[config.mk]
export PLATFORM = sky130hd
export DESIGN_NAME = rmpc_top
export DESIGN_NICKNAME = d
export VERILOG_FILES = /design/src/verilog/rmpc_pkg.sv /design/src/verilog/rmpc_top.sv
export VERILOG_INCLUDE_DIRS = /design/src /design/src/verilog
export SDC_FILE = /design/constraint.sdc
export NUM_CORES = 1
export LEC_CHECK = 0
export ABC_CLOCK_PERIOD_IN_PS = 2500
export BUFFER_PORTS_ARGS = -buffer_cell sky130_fd_sc_hd__clkbuf_2
export CORE_MARGIN = 2
export CORE_UTILIZATION = 40
export DETAILED_ROUTE_END_ITERATION = 12
export PLACE_DENSITY = 0.68
export SLEW_MARGIN = 20
export SYNTH_ARGS = -nofsm -noshare
export SYNTH_HDL_FRONTEND = slang
export SYNTH_SLANG_ARGS = --single-unit
[constraint.sdc]
create_clock -name MCLK -period 2.5 [get_ports MCLK]
set_clock_uncertainty 0.15 [all_clocks]
set_input_delay 0.5 -clock MCLK [delete_from_list [all_inputs] [get_ports MCLK]]
set_output_delay 0.5 -clock MCLK [all_outputs]
set_load 0.01 [all_outputs]
[src/verilog/rmpc_map.svh]
// Constant map for the reset mode and pin configuration block.
`ifndef RMPC_MAP_SVH
`define RMPC_MAP_SVH
`define RMPC_EXT_ACCESS_CYCLES 2'h3
`define RMPC_RESET_ROMSEL      1'b1
`define RMPC_RESET_EMUSEL      1'b1
`define RMPC_PORT_A_DATA       4'h0
`define RMPC_PORT_B_DATA       4'h1
`define RMPC_PORT_AB_DDR       4'h2
`define RMPC_PORT_C_DATA       4'h3
`define RMPC_PORT_E_DATA       4'h4
`define RMPC_PORT_E_DDR        4'h5
`define RMPC_PORT_E_PAR        4'h6
`define RMPC_PORT_F_DATA       4'h7
`define RMPC_PORT_F_DDR        4'h8
`define RMPC_PORT_F_PAR        4'h9
`define RMPC_PORT_GH_DATA      4'ha
`define RMPC_PORT_GH_DDR       4'hb
`endif

[src/verilog/rmpc_pkg.sv]
// Types shared by the reset mode and pin configuration block.
package rmpc_pkg;
  typedef enum logic [1:0] {
    RMPC_MODE_EXP16  = 2'b00,
    RMPC_MODE_EXP8   = 2'b01,
    RMPC_MODE_SINGLE = 2'b10
  } rmpc_mode_t;

  typedef struct packed {
    logic mode_error_strap;
    logic bus_width_strap;
    logic port_e_strap;
    logic port_f_strap;
    logic emulator_strap;
    logic rom_emulation_strap;
    logic clock_source_strap;
  } rmpc_straps_t;

  typedef struct packed {
    logic port_a_b_sel;
    logic port_c_sel;
    logic port_e_sel;
    logic port_f_sel;
    logic port_g_sel;
    logic port_h_sel;
    logic data_hi_bus;
    logic data_lo_bus;
    logic addr_bus;
    logic grant_sel;
    logic chip_sel_fixed;
    logic emulator_en;
    logic rom_emul_en;
    logic synth_en;
  } rmpc_config_t;
endpackage

[src/verilog/rmpc_top.sv]
// Reset-time mode selection, pin function assignment and emulator select logic.
`timescale 1ns/1ps
`default_nettype none
`include "rmpc_map.svh"

// Functional notes
// - Error strap high, width strap high: 8-bit expanded, low data byte is port.
// - 8-bit expanded mode always disables emulator operation.
// - In 8-bit mode low port_e/port_f straps select ports E and F.
// - In 8-bit mode chip select, function code and grant pins are fixed.
// - Error strap low: single-chip mode, ports A, B, G and H on buses.
// - Single-chip has no external data bus and always selects all ports.
// - Single-chip makes port C and E/F bits; chip select and grants fixed.
// - Emulator mode when emulator and width straps low, error strap high.
// - Emulator mode maps port A,B,E,G,H registers and port E assignment externally.
// - Port C data and port F registers stay internal in emulator mode.
// - Emulator select asserts from address strobe fall on external register access.
// - Block does not answer externally mapped accesses; outside logic does.
// - Each externally mapped access lasts three system clock cycles.
// - ROM emulation enabled when width, emulator, ROM straps low, error high.
// - With ROM emulation, ROM select stays high even on valid masked ROM accesses.
// - In emulation ROM gives no acknowledge; an external bus cycle runs.
// - Flash lacks emulator support, so ROM select stays high permanently.
// - Clock strap high at reset selects the synthesized system clock.
// - Clock strap low disables synthesizer; external clock input must drive.
// - Clock rate changes never disturb stored register or memory content.
// - Data strap pins pulled up: unstrapped reads high, default function.
// - Error strap high, width strap low: 16-bit expanded with full data bus.
module rmpc_top (
  input  wire logic                  MCLK,
  input  wire logic                  RESET,
  input  wire rmpc_pkg::rmpc_straps_t STRAPS,
  input  wire logic                  ACCESS_START,
  input  wire logic [3:0]            ACCESS_REG,
  input  wire logic                  ROM_ACCESS,
  output logic                       PORT_ACCESS_INT,
  output logic                       EXT_BUS_CYCLE,
  output logic                       EMULATOR_SELECT_OUTPUT_N,
  output logic                       ROM_EMULATION_SELECT_N,
  output logic [1:0]                 MODE,
  output rmpc_pkg::rmpc_config_t     PIN_CONFIG
);
  import rmpc_pkg::*;

  // ****************************************
  // Strap capture
  // ****************************************
  // Straps are sampled on every reset cycle, so the value held is the one at
  // the last edge before reset releases. The pull-ups live in the pad ring; an open
  // data strap therefore arrives here as one.
  rmpc_straps_t straps_r;
  logic         in_reset_r;
  rmpc_mode_t   mode_nxt;
  rmpc_config_t cfg_nxt;

  always_ff @(posedge MCLK) begin
    if (RESET) begin
      straps_r <= STRAPS;
    end
  end

  always_ff @(posedge MCLK) begin
    if (RESET) begin
      in_reset_r <= 1'b1;
    end else begin
      in_reset_r <= 1'b0;
    end
  end

  // ****************************************
  // Mode and pin decode
  // ****************************************
  always_comb begin
    cfg_nxt = '0;
    if (!straps_r.mode_error_strap) begin
      mode_nxt = RMPC_MODE_SINGLE;
    end else if (straps_r.bus_width_strap) begin
      mode_nxt = RMPC_MODE_EXP8;
    end else begin
      mode_nxt = RMPC_MODE_EXP16;
    end
    cfg_nxt.chip_sel_fixed = 1'b1;
    cfg_nxt.synth_en = straps_r.clock_source_strap;
    unique case (mode_nxt)
      RMPC_MODE_SINGLE: begin
        // Expanded strap options are ignored here.
        cfg_nxt.port_a_b_sel = 1'b1;
        cfg_nxt.port_c_sel   = 1'b1;
        cfg_nxt.port_e_sel   = 1'b1;
        cfg_nxt.port_f_sel   = 1'b1;
        cfg_nxt.port_g_sel   = 1'b1;
        cfg_nxt.port_h_sel   = 1'b1;
        cfg_nxt.grant_sel    = 1'b1;
      end
      RMPC_MODE_EXP8: begin
        cfg_nxt.addr_bus    = 1'b1;
        cfg_nxt.data_hi_bus = 1'b1;
        cfg_nxt.port_h_sel  = 1'b1;
        cfg_nxt.port_e_sel  = ~straps_r.port_e_strap;
        cfg_nxt.port_f_sel  = ~straps_r.port_f_strap;
        cfg_nxt.grant_sel   = 1'b1;
        cfg_nxt.emulator_en = 1'b0;
      end
      RMPC_MODE_EXP16: begin
        cfg_nxt.addr_bus    = 1'b1;
        cfg_nxt.data_hi_bus = 1'b1;
        cfg_nxt.data_lo_bus = 1'b1;
        cfg_nxt.port_e_sel  = ~straps_r.port_e_strap;
        cfg_nxt.port_f_sel  = ~straps_r.port_f_strap;
        cfg_nxt.grant_sel   = straps_r.emulator_strap;
        cfg_nxt.emulator_en = ~straps_r.emulator_strap;
        cfg_nxt.rom_emul_en = ~straps_r.emulator_strap
                            & ~straps_r.rom_emulation_strap;
      end
      default: begin
        cfg_nxt.chip_sel_fixed = 1'b1;
      end
    endcase
  end

  // The configuration is loaded once, on the first cycle after reset, and is
  // never touched again; a clock rate change only slows these edges.
  always_ff @(posedge MCLK) begin
    if (RESET) begin
      MODE       <= RMPC_MODE_SINGLE;
      PIN_CONFIG <= '0;
    end else if (in_reset_r) begin
      MODE       <= mode_nxt;
      PIN_CONFIG <= cfg_nxt;
    end
  end

  // ****************************************
  // Emulator register decode
  // ****************************************
  logic       ext_mapped;
  logic [1:0] ext_cnt_r;

  always_comb begin
    unique case (ACCESS_REG)
      `RMPC_PORT_A_DATA, `RMPC_PORT_B_DATA, `RMPC_PORT_AB_DDR,
      `RMPC_PORT_E_DATA, `RMPC_PORT_E_DDR, `RMPC_PORT_E_PAR,
      `RMPC_PORT_GH_DATA, `RMPC_PORT_GH_DDR: ext_mapped = PIN_CONFIG.emulator_en;
      default: ext_mapped = 1'b0;
    endcase
  end

  // ACCESS_START marks the address strobe falling edge of a register access.
  // The select holds for three clocks, the full length of the access.
  always_ff @(posedge MCLK) begin
    if (RESET) begin
      ext_cnt_r                <= 2'h0;
      EMULATOR_SELECT_OUTPUT_N <= `RMPC_RESET_EMUSEL;
    end else if (ACCESS_START && ext_mapped && ext_cnt_r == 2'h0) begin
      ext_cnt_r                <= `RMPC_EXT_ACCESS_CYCLES - 2'h1;
      EMULATOR_SELECT_OUTPUT_N <= 1'b0;
    end else if (ext_cnt_r != 2'h0) begin
      ext_cnt_r <= ext_cnt_r - 2'h1;
    end else begin
      EMULATOR_SELECT_OUTPUT_N <= 1'b1;
    end
  end

  always_ff @(posedge MCLK) begin
    if (RESET) begin
      PORT_ACCESS_INT <= 1'b0;
    end else begin
      PORT_ACCESS_INT <= ACCESS_START && !ext_mapped;
    end
  end

  // ****************************************
  // ROM emulation
  // ****************************************
  // The flash arrays cannot be emulated, so the select never asserts even when
  // enabled; only the external cycle for the unacknowledged access remains.
  always_ff @(posedge MCLK) begin
    if (RESET) begin
      ROM_EMULATION_SELECT_N <= `RMPC_RESET_ROMSEL;
      EXT_BUS_CYCLE          <= 1'b0;
    end else begin
      ROM_EMULATION_SELECT_N <= 1'b1;
      EXT_BUS_CYCLE          <= ROM_ACCESS && PIN_CONFIG.rom_emul_en;
    end
  end

  // ****************************************
  // Assertion helpers
  // ****************************************
  // A new select starts only from an idle counter; a start before the last cycle
  // of a running select is ignored, so the checks below key on this term alone.
  logic       ext_start;
  logic [2:0] sel_low_cnt_r;

  assign ext_start = ACCESS_START && ext_mapped && ext_cnt_r == 2'h0;

  // Length of the current select pulse. Counting here keeps the bound on the
  // pulse out of long repetitions in the properties.
  always_ff @(posedge MCLK) begin
    if (RESET) begin
      sel_low_cnt_r <= 3'h0;
    end else if (ext_start) begin
      sel_low_cnt_r <= 3'h1;
    end else if (!EMULATOR_SELECT_OUTPUT_N && sel_low_cnt_r != 3'h7) begin
      sel_low_cnt_r <= sel_low_cnt_r + 3'h1;
    end else if (EMULATOR_SELECT_OUTPUT_N) begin
      sel_low_cnt_r <= 3'h0;
    end
  end
endmodule
`default_nettype wire

==> results of run 1 <==
worst max-delay path: cells and delay by family (launching register included):
family           cells  cell delay [ps]
flip-flops           1              670
AND/OR/NAND/NOR      2              510
AO/OA/AOI/OAI        1              140
how the worst max path moves through the flow:
stage / end / cells after the start / slack (ps)
final: PIN_CONFIG[1] / 3 / 960
after global routing: PIN_CONFIG[1] / 3 / 830
after detailed placement: PIN_CONFIG[1] / 3 / 990
after CTS: PIN_CONFIG[1] / 3 / 950
after global placement: PIN_CONFIG[1] / 3 / 1020
after floorplan: ext_cnt_r[0] / 3 / 1240
state kept, by name (all words and copies together), names as in the netlist, 2 cells and up:
signal	cells
MODE	2
PIN_CONFIG	11
ext_cnt_r	2
straps_r	6
power by group through the flow:
stage	Combinational [mW]	Clock, mW	Sequential, mW
floorplan	0.0355	0	0.485
global route	0.0711	0.198	0.477
detailed placement	0.0645	0	0.484
global placement	0.0631	0	0.483
CTS	0.0647	0.180	0.474
finish	0.0635	0.170	0.474
per-layer routing:
layer / GRT usage / up-vias
met2: 0.169 / 27
met5: 0 / -
li1: - / 326
met3: 0.0316 / 4
met4: 0.0789 / 0
met1: 0.148 / 275
area by class of cell:
cell class | instances | area, um2
multi-input combinational | 45 | 253
tap | 28 | 35.0
sequential | 26 | 591
inverter | 2 | 7.51
timing repair buffer | 33 | 165
clock inverter | 1 | 3.75
clock buffer | 3 | 22.5
fill | 231 | 1090
layout by cell type (no fill, tap or decap):
cell,instances
dfxtp_1,19
and3b_1,2
mux2i_1,1
conb_1,1
a21o_1,1
a311oi_1,2
nor3_1,2
nand3_1,1
inv_1,2
edfxtp_1,7
or2_2,1
clkbuf_4,3
o22ai_1,1
o2111ai_1,1
nand2b_1,5
nor2b_1,1
nand2_1,3
nor2_1,11
nand3b_2,1
nor3b_1,1
clkinv_1,1
a21oi_1,6
clkbuf_2,33
or3_1,1
o21ai_0,3
cell families (layout without fill, tap and decap cells):
| logic type | Yosys count | after routing | share of synthesized area |
|---|---|---|---|
| and+or+nand+nor | 29 | 29 | 0.171 |
| DFF | 26 | 26 | 0.655 |
| AOI/OAI and AO/OA | 14 | 14 | 0.0943 |
| buffers and inverters | 10 | 39 | 0.0652 |
| other | 1 | 1 | 0.00416 |
| muxes | 1 | 1 | 0.0111 |
through the flow:
step / setup slack [ps] / utilization / area, um2
2_1_floorplan: 1240 / - / 902
3_3_place_gp: 1020 / 0.484 / 1050
3_5_place_dp: 986 / 0.484 / 1050
4_1_cts: 946 / 0.497 / 1080
5_1_grt: 834 / 0.497 / 1080
6_report: 960 / 0.497 / 1080
==> results.ini, run 1 <==
[finish]
nets = 126
antenna_cells = 0
drive_above_1_share = 0.345
area_growth_pct = 19.4
post_layout_nonfiller_instances = 138

[clock_tree]
cts_inserted_buffers = 3
post_cts_buffers = 0
clkTransAtPathRegs_ps = 130
cts_tree = done
postCtsHoldBufs = 0
cts_max_path_buffers = 2
clock_sinks = 26
cts-htree-levels = 1
cts-resized-gates = 0
cts-root-buf = clkbuf_4
clock_latency_ps = 310

[global_route]
globalRouteOverflowTotal = 0
grt_usage = 0.115
grt_pass1_wl_um = 2270
grt_pass1_vias = 537
antenna_found_initial = 0
grt_max_degree = 27

[run_status]
status = completed

[place]
dp_cells = 134
hpwlAfterDp_um = 1020
numPortBuffers = 33
place.gp.congestion = 0.658

[routing]
first_pass_iters = 4
dr_total_vias = 632
met1_length_um = 637
drt_iter0_drc = 11
highest_layer = met4
met2_wirelength_um = 610
post_drt_wl_per_cell_um = 10.0
wl_um = 1380
ant_nets = 0
via_per_inst = 4.58
drc_errors = 0
met3WireLength_um = 108

[floorplan]
ios = 35
die_w_um = 51.5
coreArea_um2 = 2170
dieArea_um2 = 2650
initial_core_util = 0.416
num_rows = 17
die_y_um = 51.5

[power]
p_comb_frac = 0.090
switching_share = 0.228
power.switching_uw = 161
p_clk_frac = 0.241
p_seq_frac = 0.669
ir_drop_v = 0.000431
p_per_area_nw_per_um2 = 657
total_power_uw = 708
p_leak_nw = 0.475
internal_power_uw = 547

[setup_path]
cp.required_ps = 2590
timing.rr.end = PIN_CONFIG[1]
setup.worst_path.start_class = flop
cp-end-kind = flop
worst-path-max-fanout = 18
cpPeakStageDelay_ps = 670
startpoint = in_reset_r
critical_path_class = flop to flop
worst_path_max_delay_cell = dfxtp_1
r2r_start = in_reset_r
ff2ff_setup_slack_ps = 960
crit_arrival_ps = 1630
cp_cell_sequence = nand3b_2 > or3_1 > a21oi_1
reg2reg_depth = 3

[yosys]
synth_cell_types = 25
synthesis.area_um2 = 902
syn_inst = 81
synthArstFlopShare = 0
synth_edf_count = 7
yosysTopAreaCellShare = 0.422
syn_avg_cell_area_um2 = 11.1
syn_nets = 96
ys_seq_area_frac = 0.655
yosys_warnings = 0
synth_top_flop_cell = dfxtp_1
yosysMostFrequentCell = dfxtp_1
synthTopCellsByCount = 19 x dfxtp_1, 11 x nor2_1, 7 x edfxtp_1
synth.top_cells.by_area = dfxtp_1 42%, edfxtp_1 23%, nor2_1 4.6%, buf_4 4.2%, nand2b_1 3.5%
synth_seq_cells = 26
synth_top_cell_by_area = dfxtp_1

[hold_path]
min_path_type = input port to flop
hp-start = STRAPS[6]
whs_endpoint = straps_r[6]
holdPathStages = 1

[timing]
hold_violations = 0
fin_crit_sh = 0.616
period_needed_ps = 1540
slew_violations = 0
tightest_slew_ps = 520
setup_viol = 0
tns_ps = 0
whs_ps = 201
fmax_ghz = 0.649
grt_setup_unrepaired = false
max-slew-margin-rel = 0.653

[job]
maxCapViolCount = 0

Note: power is estimated with default switching activity, not from simulation.
==> run 2, diff against run 1 <==
- ABC_AREA: default -> 1
- ABC_CLOCK_PERIOD_IN_PS: 2500 -> 1310
- PLACE_DENSITY: 0.68 -> 0.7
- clock period: 2.5 -> 1.31 ns (I/O delays scaled with it)
==> run 2 against run 1 <==
Compared with the run above: clock-buffer cell count did not move; sequential cell count did not move; die area rose by 1.8%; sequential power rose by 94%; power rose by 110%; core utilization rose by 5.2 points; non-clock buffer count rose by 11; sequential share of layout area fell by 5.5 points; setup slack got worse by 900 ps; highest routed layer unchanged; final cell count rose by 16%.
==> results.ini, run 2 <==
[setup_path]
timing.rr.end = PIN_CONFIG[2]
r2r_start = in_reset_r
startpoint = PIN_CONFIG[2]
cpPeakStageDelay_ps = 380  ; -290 ps
reg2reg_depth = 6  ; +3
path_depth = 1  ; -2
ff2ff_setup_slack_ps = 140  ; -820 ps
crit_arrival_ps = 840  ; -790 ps
critical_path_class = flop to output pin
critPathCapture = PIN_CONFIG[2]
crit_buf_inv = 1  ; +1
cp_cell_sequence = clkbuf_2
cp.required_ps = 900  ; -1690 ps
worst_path_max_delay_cell = dfxtp_2
worst-path-max-fanout = 4  ; -14
setup.worst_path.start_class = flop
cp-end-kind = output pin
cp_top_family = flip-flops

[yosys]
synth_top_flop_cell = dfxtp_1
synthArstFlopShare = 0  ; unchanged
synth_top_cell_by_area = dfxtp_1
synthesis.area_um2 = 920  ; +1.9%
synth.top_cells.by_area = dfxtp_1 41%, edfxtp_1 23%, nand2_1 6.5%, a21oi_1 4.4%, buf_4 4.1%
yosysTopAreaCellShare = 0.414  ; -0.00803
synth_edf_count = 7  ; unchanged
syn_avg_cell_area_um2 = 10.2  ; -8.3%
yosys_warnings = 0  ; unchanged
ys_seq_area_frac = 0.642  ; -0.0125
syn_nets = 105  ; +9.4%
syn_inst = 90  ; +11%
yosysMostFrequentCell = dfxtp_1
synth_cell_types = 22  ; -12%
synth_seq_cells = 26  ; unchanged
synthTopCellsByCount = 19 x dfxtp_1, 16 x nand2_1, 9 x nor2_1

[clock_tree]
clock_latency_ps = 320  ; about the same
clkTransAtPathRegs_ps = 130  ; about the same
cts_inserted_buffers = 3  ; unchanged
cts_tree = done
cts-root-buf = clkbuf_4
clock_sinks = 26  ; unchanged
post_cts_buffers = 0  ; unchanged
cts-htree-levels = 1  ; unchanged
cts_max_path_buffers = 2  ; unchanged

[floorplan]
die_y_um = 52.0  ; +0.89%
coreArea_um2 = 2190  ; +0.98%
ios = 35  ; unchanged
num_rows = 17  ; unchanged
die_w_um = 52.0  ; +0.89%
initial_core_util = 0.420  ; +0.00396
dieArea_um2 = 2700  ; +1.8%

[run_status]
status = completed

[power]
total_power_mw = 1.46  ; +110%
p_leak_nw = 0.570  ; +20%
ir_drop_v = 0.000947  ; +120%
p_per_area_nw_per_um2 = 1220  ; +85%

[global_route]
antenna_found_initial = 0  ; unchanged
grt_usage = 0.145  ; +0.0300
grt_max_degree = 15  ; -44%
grt_pass1_vias = 736  ; +37%
grt_pass1_wl_um = 2840  ; +25%
globalRouteOverflowTotal = 0  ; unchanged

[timing]
fmax_ghz = 0.800
period_needed_ps = 1250
tns_ps = 0  ; unchanged
hold_violations = 0  ; unchanged
setup_viol = 0  ; unchanged
grt_setup_unrepaired = false
fin_crit_sh = 0.954
whs_ps = 5.48  ; -196 ps
slew_violations = 0  ; unchanged
setup_ws_ps = 59.9  ; -900 ps

[routing]
dr_total_vias = 724  ; +15%
drc_errors = 0  ; unchanged
first_pass_iters = 4  ; unchanged
post_drt_wl_per_cell_um = 11.2  ; +11%
via_per_inst = 4.53  ; -1.2%
ant_nets = 0  ; unchanged
drt_iter0_drc = 3  ; -8
wl_um = 1790  ; +29%

[finish]
mostFrequentLayoutCells = 33 x clkbuf_2, 17 x dfxtp_1, 16 x nand2_1
drive_above_1_share = 0.364  ; +0.0182
top_register = PIN_CONFIG
area_growth_pct = 30.7
final_common_cell = clkbuf_2
antenna_cells = 0  ; unchanged
nets = 148  ; +17%
nFillCells = 216  ; -6.5%
largest_reg_flops = 11  ; unchanged
top_regs = PIN_CONFIG x11, straps_r x6

[place]
numPortBuffers = 33  ; unchanged
place.gp.congestion = 0.645  ; -1.9%
pre_cts_ws_ps = 147  ; -839 ps
hpwlAfterDp_um = 1300  ; +27%

[job]
maxCapViolCount = 0  ; unchanged

[hold_path]
min_path_type = input port to flop

[run 2: cell count changes in the layout (fill, tap and decap cells not counted), sizes merged, moves of 2 or more]
cell         change
buf              +3
o21ai            +3
inv              +4
nand2b           -5
nand2           +15
and3b            -2
a21oi            +3
dlygate4sd3      +8
a311oi           -2
[run 2: metal layers]
metal,part of all wire,wire length [um],GRT usage,vias to the layer above
met5,0,0,0,-
met1,0.43,775,0.145,327
met3,0.052,92,0.0345,2
met2,0.51,908,0.278,24
li1,-,-,-,371
met4,0.0056,10,0.0658,0
[run 2: metrics by stage]
stage	instance area (um2)	cells	util
after floorplan	920	90	-
after global placement	1090	148	0.499
after detailed placement	1090	148	0.499
after CTS	1200	160	0.548
after global routing	1200	160	0.549
final	1200	160	0.549
[run 2: cell type report]
class / count / area [um2] / area share
flip-flops and latches: 26 / 593 / 0.493
repair buffers: 44 / 268 / 0.223
multi-input cells: 51 / 251 / 0.209
well taps: 28 / 35.0 / 0.0291
inverters: 7 / 28.8 / 0.0239
clock buffers: 3 / 22.5 / 0.0187
clock inverters: 1 / 3.75 / 0.00312
[run 2: worst min path at each step]
| stage | startpoint | to | slack (ps) | cells past startpoint |
|---|---|---|---|---|
| floorplan | RESET | in_reset_r | 140 | 0 |
| global placement | straps_r[4] | PIN_CONFIG[11] | 260 | 1 |
| detailed placement | straps_r[3] | PIN_CONFIG[10] | 270 | 1 |
| CTS | ACCESS_START | PORT_ACCESS_INT | 5 | 3 |
| global route | ACCESS_START | PORT_ACCESS_INT | 5 | 3 |
| finish | ACCESS_START | PORT_ACCESS_INT | 5 | 3 |
[run 2: repair_timing]
action | in CTS | in global routing
hold buffers | 8 | 0
gates resized for setup | 0 | 2
endpoints found under the hold margin | 8 | 0
endpoints found under the setup margin | 0 | 4
[run 2: power breakdown]
group / switching, mW / internal, mW / total (mW)
sequential: 0.0347 / 0.886 / 0.921
clock: 0.228 / 0.112 / 0.340
combinational: 0.110 / 0.0917 / 0.202
[run 2: logic make-up after synthesis]
| kind of cell | synth area share |
|---|---|
| other | 0.00408 |
| AO/OA/AOI/OAI | 0.101 |
| flip-flops | 0.642 |
| AND/OR/NAND/NOR | 0.169 |
| buffers and inverters | 0.0843 |
==> run 3, diff against run 2 <==
- ABC_CLOCK_PERIOD_IN_PS: 1310 -> 1000
- clock period: 1.31 -> 1 ns (I/O delays scaled with it)
==> run 3 against run 2 <==
Compared with the run above: the run now ends with negative setup slack left; power increased by 60%; setup slack got worse by 230 ps; via count increased by 8.1%; sequential cell count unchanged; final cell count increased by 7.5%; worst hold slack got worse by 5.1 ps; die area unchanged; highest routed layer is now met3; register-to-register slack got worse by 290 ps; global-route usage increased by 0.39 points; wire length increased by 11%; core utilization increased by 14 points; cell area increased by 25%.
==> results.ini, run 3 (synthesized netlist as in run 2, its figures left out) <==
[run_status]
status = complete, but fails checks
violations = negative setup slack

[setup_path]
cp-end-kind = output pin
worst_path_max_delay_cell = dfxtp_2
crit_buf_inv = 1  ; unchanged
critical_path_class = flop to output pin
cp_cell_sequence = buf_2
worst-path-max-fanout = 4  ; unchanged
cpPeakStageDelay_ps = 370  ; about the same
setup.worst_path.start_class = flop
ff2ff_setup_slack_ps = -150  ; -290 ps
cp.required_ps = 650  ; -250 ps
crit_arrival_ps = 820  ; -20 ps
cp_top_family = flip-flops

[global_route]
grt_pass1_vias = 709  ; -3.7%
antenna_found_initial = 0  ; unchanged
grt_pass1_wl_um = 3030  ; +6.8%
grt_usage = 0.149  ; +0.00394
globalRouteOverflowTotal = 0  ; unchanged
grt_max_degree = 16  ; +1

[timing]
fmax_ghz = 0.852
setup_ws_ps = -174  ; -234 ps
period_needed_ps = 1170
grt_setup_unrepaired = true
fin_crit_sh = 1.17
hold_violations = 0  ; unchanged
tns_ps = -3390  ; -3390 ps
slew_violations = 0  ; unchanged
setup_viol = 27  ; +27
whs_ps = 0.397  ; -5.08 ps

[power]
ir_drop_v = 0.00131  ; +39%
p_per_area_nw_per_um2 = 1560  ; +28%
total_power_mw = 2.35  ; +60%
p_leak_nw = 0.689  ; +21%

[finish]
area_growth_pct = 63.9
drive_above_1_share = 0.604  ; +0.241
final_common_cell = buf_6
top_regs = PIN_CONFIG x11, straps_r x6
mostFrequentLayoutCells = 18 x buf_6, 16 x dfxtp_2, 15 x nand2_1
post_layout_nonfiller_instances = 172  ; +7.5%
nets = 160  ; +8.1%
largest_reg_flops = 11  ; unchanged
top_register = PIN_CONFIG
fin_area_um2 = 1510  ; +25%
fin_util = 0.688  ; +0.139
nFillCells = 168  ; -22%
antenna_cells = 0  ; unchanged

[place]
place.gp.congestion = 0.688  ; +6.7%
place_area_um2 = 1140  ; +3.9%
numPortBuffers = 33  ; unchanged
hpwlAfterDp_um = 1240  ; -4.6%
dp_cells = 152  ; +2.7%
pre_cts_ws_ps = -72.4  ; -219 ps

[job]
maxCapViolCount = 0  ; unchanged

[clock_tree]
cts-htree-levels = 1  ; unchanged
clock_latency_ps = 330  ; about the same
cts_max_path_buffers = 2  ; unchanged
clock_sinks = 26  ; unchanged
clkTransAtPathRegs_ps = 150  ; +20 ps
cts_tree = done
cts-root-buf = clkbuf_4
cts_inserted_buffers = 3  ; unchanged

[floorplan]
coreArea_um2 = 2190  ; unchanged
num_rows = 17  ; unchanged
initial_core_util = 0.420  ; unchanged
ios = 35  ; unchanged
die_y_um = 52.0  ; unchanged
die_w_um = 52.0  ; unchanged
dieArea_um2 = 2700  ; unchanged

[routing]
post_drt_wl_per_cell_um = 11.6  ; +3.6%
first_pass_iters = 4  ; unchanged
ant_nets = 0  ; unchanged
wl_um = 1990  ; +11%
drc_errors = 0  ; unchanged
dr_total_vias = 783  ; +8.1%
via_per_inst = 4.55  ; +0.60%
drt_iter0_drc = 13  ; +10

[hold_path]
min_path_type = input port to flop

[run 3: changes by cell type in the layout (fill, tap and decap cells not counted), moves of 2 or more]
cell      delta
a21oi_1      -6
a21oi_2      +6
buf_2        +5
buf_4        +6
buf_6       +18
clkbuf_2    -19
dfxtp_1     -15
dfxtp_2     +14
nor2_1       -2
o21ai_0      -3
o21ai_2      +2
[run 3: worst paths after layout]
| kind | from | to | depth (start not counted) |
|---|---|---|---|
| setup / recovery | PIN_CONFIG[13] | PIN_CONFIG[12] | 1 |
| hold / removal | ACCESS_REG[3] | PORT_ACCESS_INT | 3 |
| setup reg to reg | straps_r[6] | PIN_CONFIG[1] | 6 |
| hold reg to reg | straps_r[4] | PIN_CONFIG[11] | 1 |
[run 3: what timing repair did]
| item | in CTS | in global routing |
|---|---|---|
| hold buffers | 9 | 0 |
| pin swaps | 3 | 6 |
| hold endpoints to repair | 9 | 0 |
| endpoints found under the setup margin | 26 | 34 |
| gates resized for setup | 19 | 54 |
| cloned | 0 | 0 |
| setup buffers | 7 | 0 |
[run 3: final cells by class]
| class | count | area (um2) | area share |
|---|---|---|---|
| repair buffers | 56 | 475 | 0.315 |
| flip-flops and latches | 26 | 614 | 0.407 |
| multi-input cells | 51 | 299 | 0.198 |
| well taps | 28 | 35.0 | 0.0232 |
| clock buffers | 3 | 22.5 | 0.0149 |
| inverters | 7 | 31.3 | 0.0207 |
| clock inverters | 1 | 30.0 | 0.0199 |
[run 3: power breakdown]
group          switching [mW]  internal [mW]
Clock                   0.312          0.405
Combinational           0.171          0.227
Sequential             0.0602           1.17
Total                   0.543           1.80
[run 3: per-layer routing]
| layer | wire [um] | global-route usage | share of wire | vias to the layer above |
|---|---|---|---|---|
| met2 | 1070 | 0.274 | 0.54 | 38 |
| met3 | 151 | 0.0345 | 0.076 | 0 |
| met5 | 0 | 0 | 0 | - |
| met4 | 0 | 0.0132 | 0 | 0 |
| li1 | - | - | - | 395 |
| met1 | 772 | 0.183 | 0.39 | 350 |
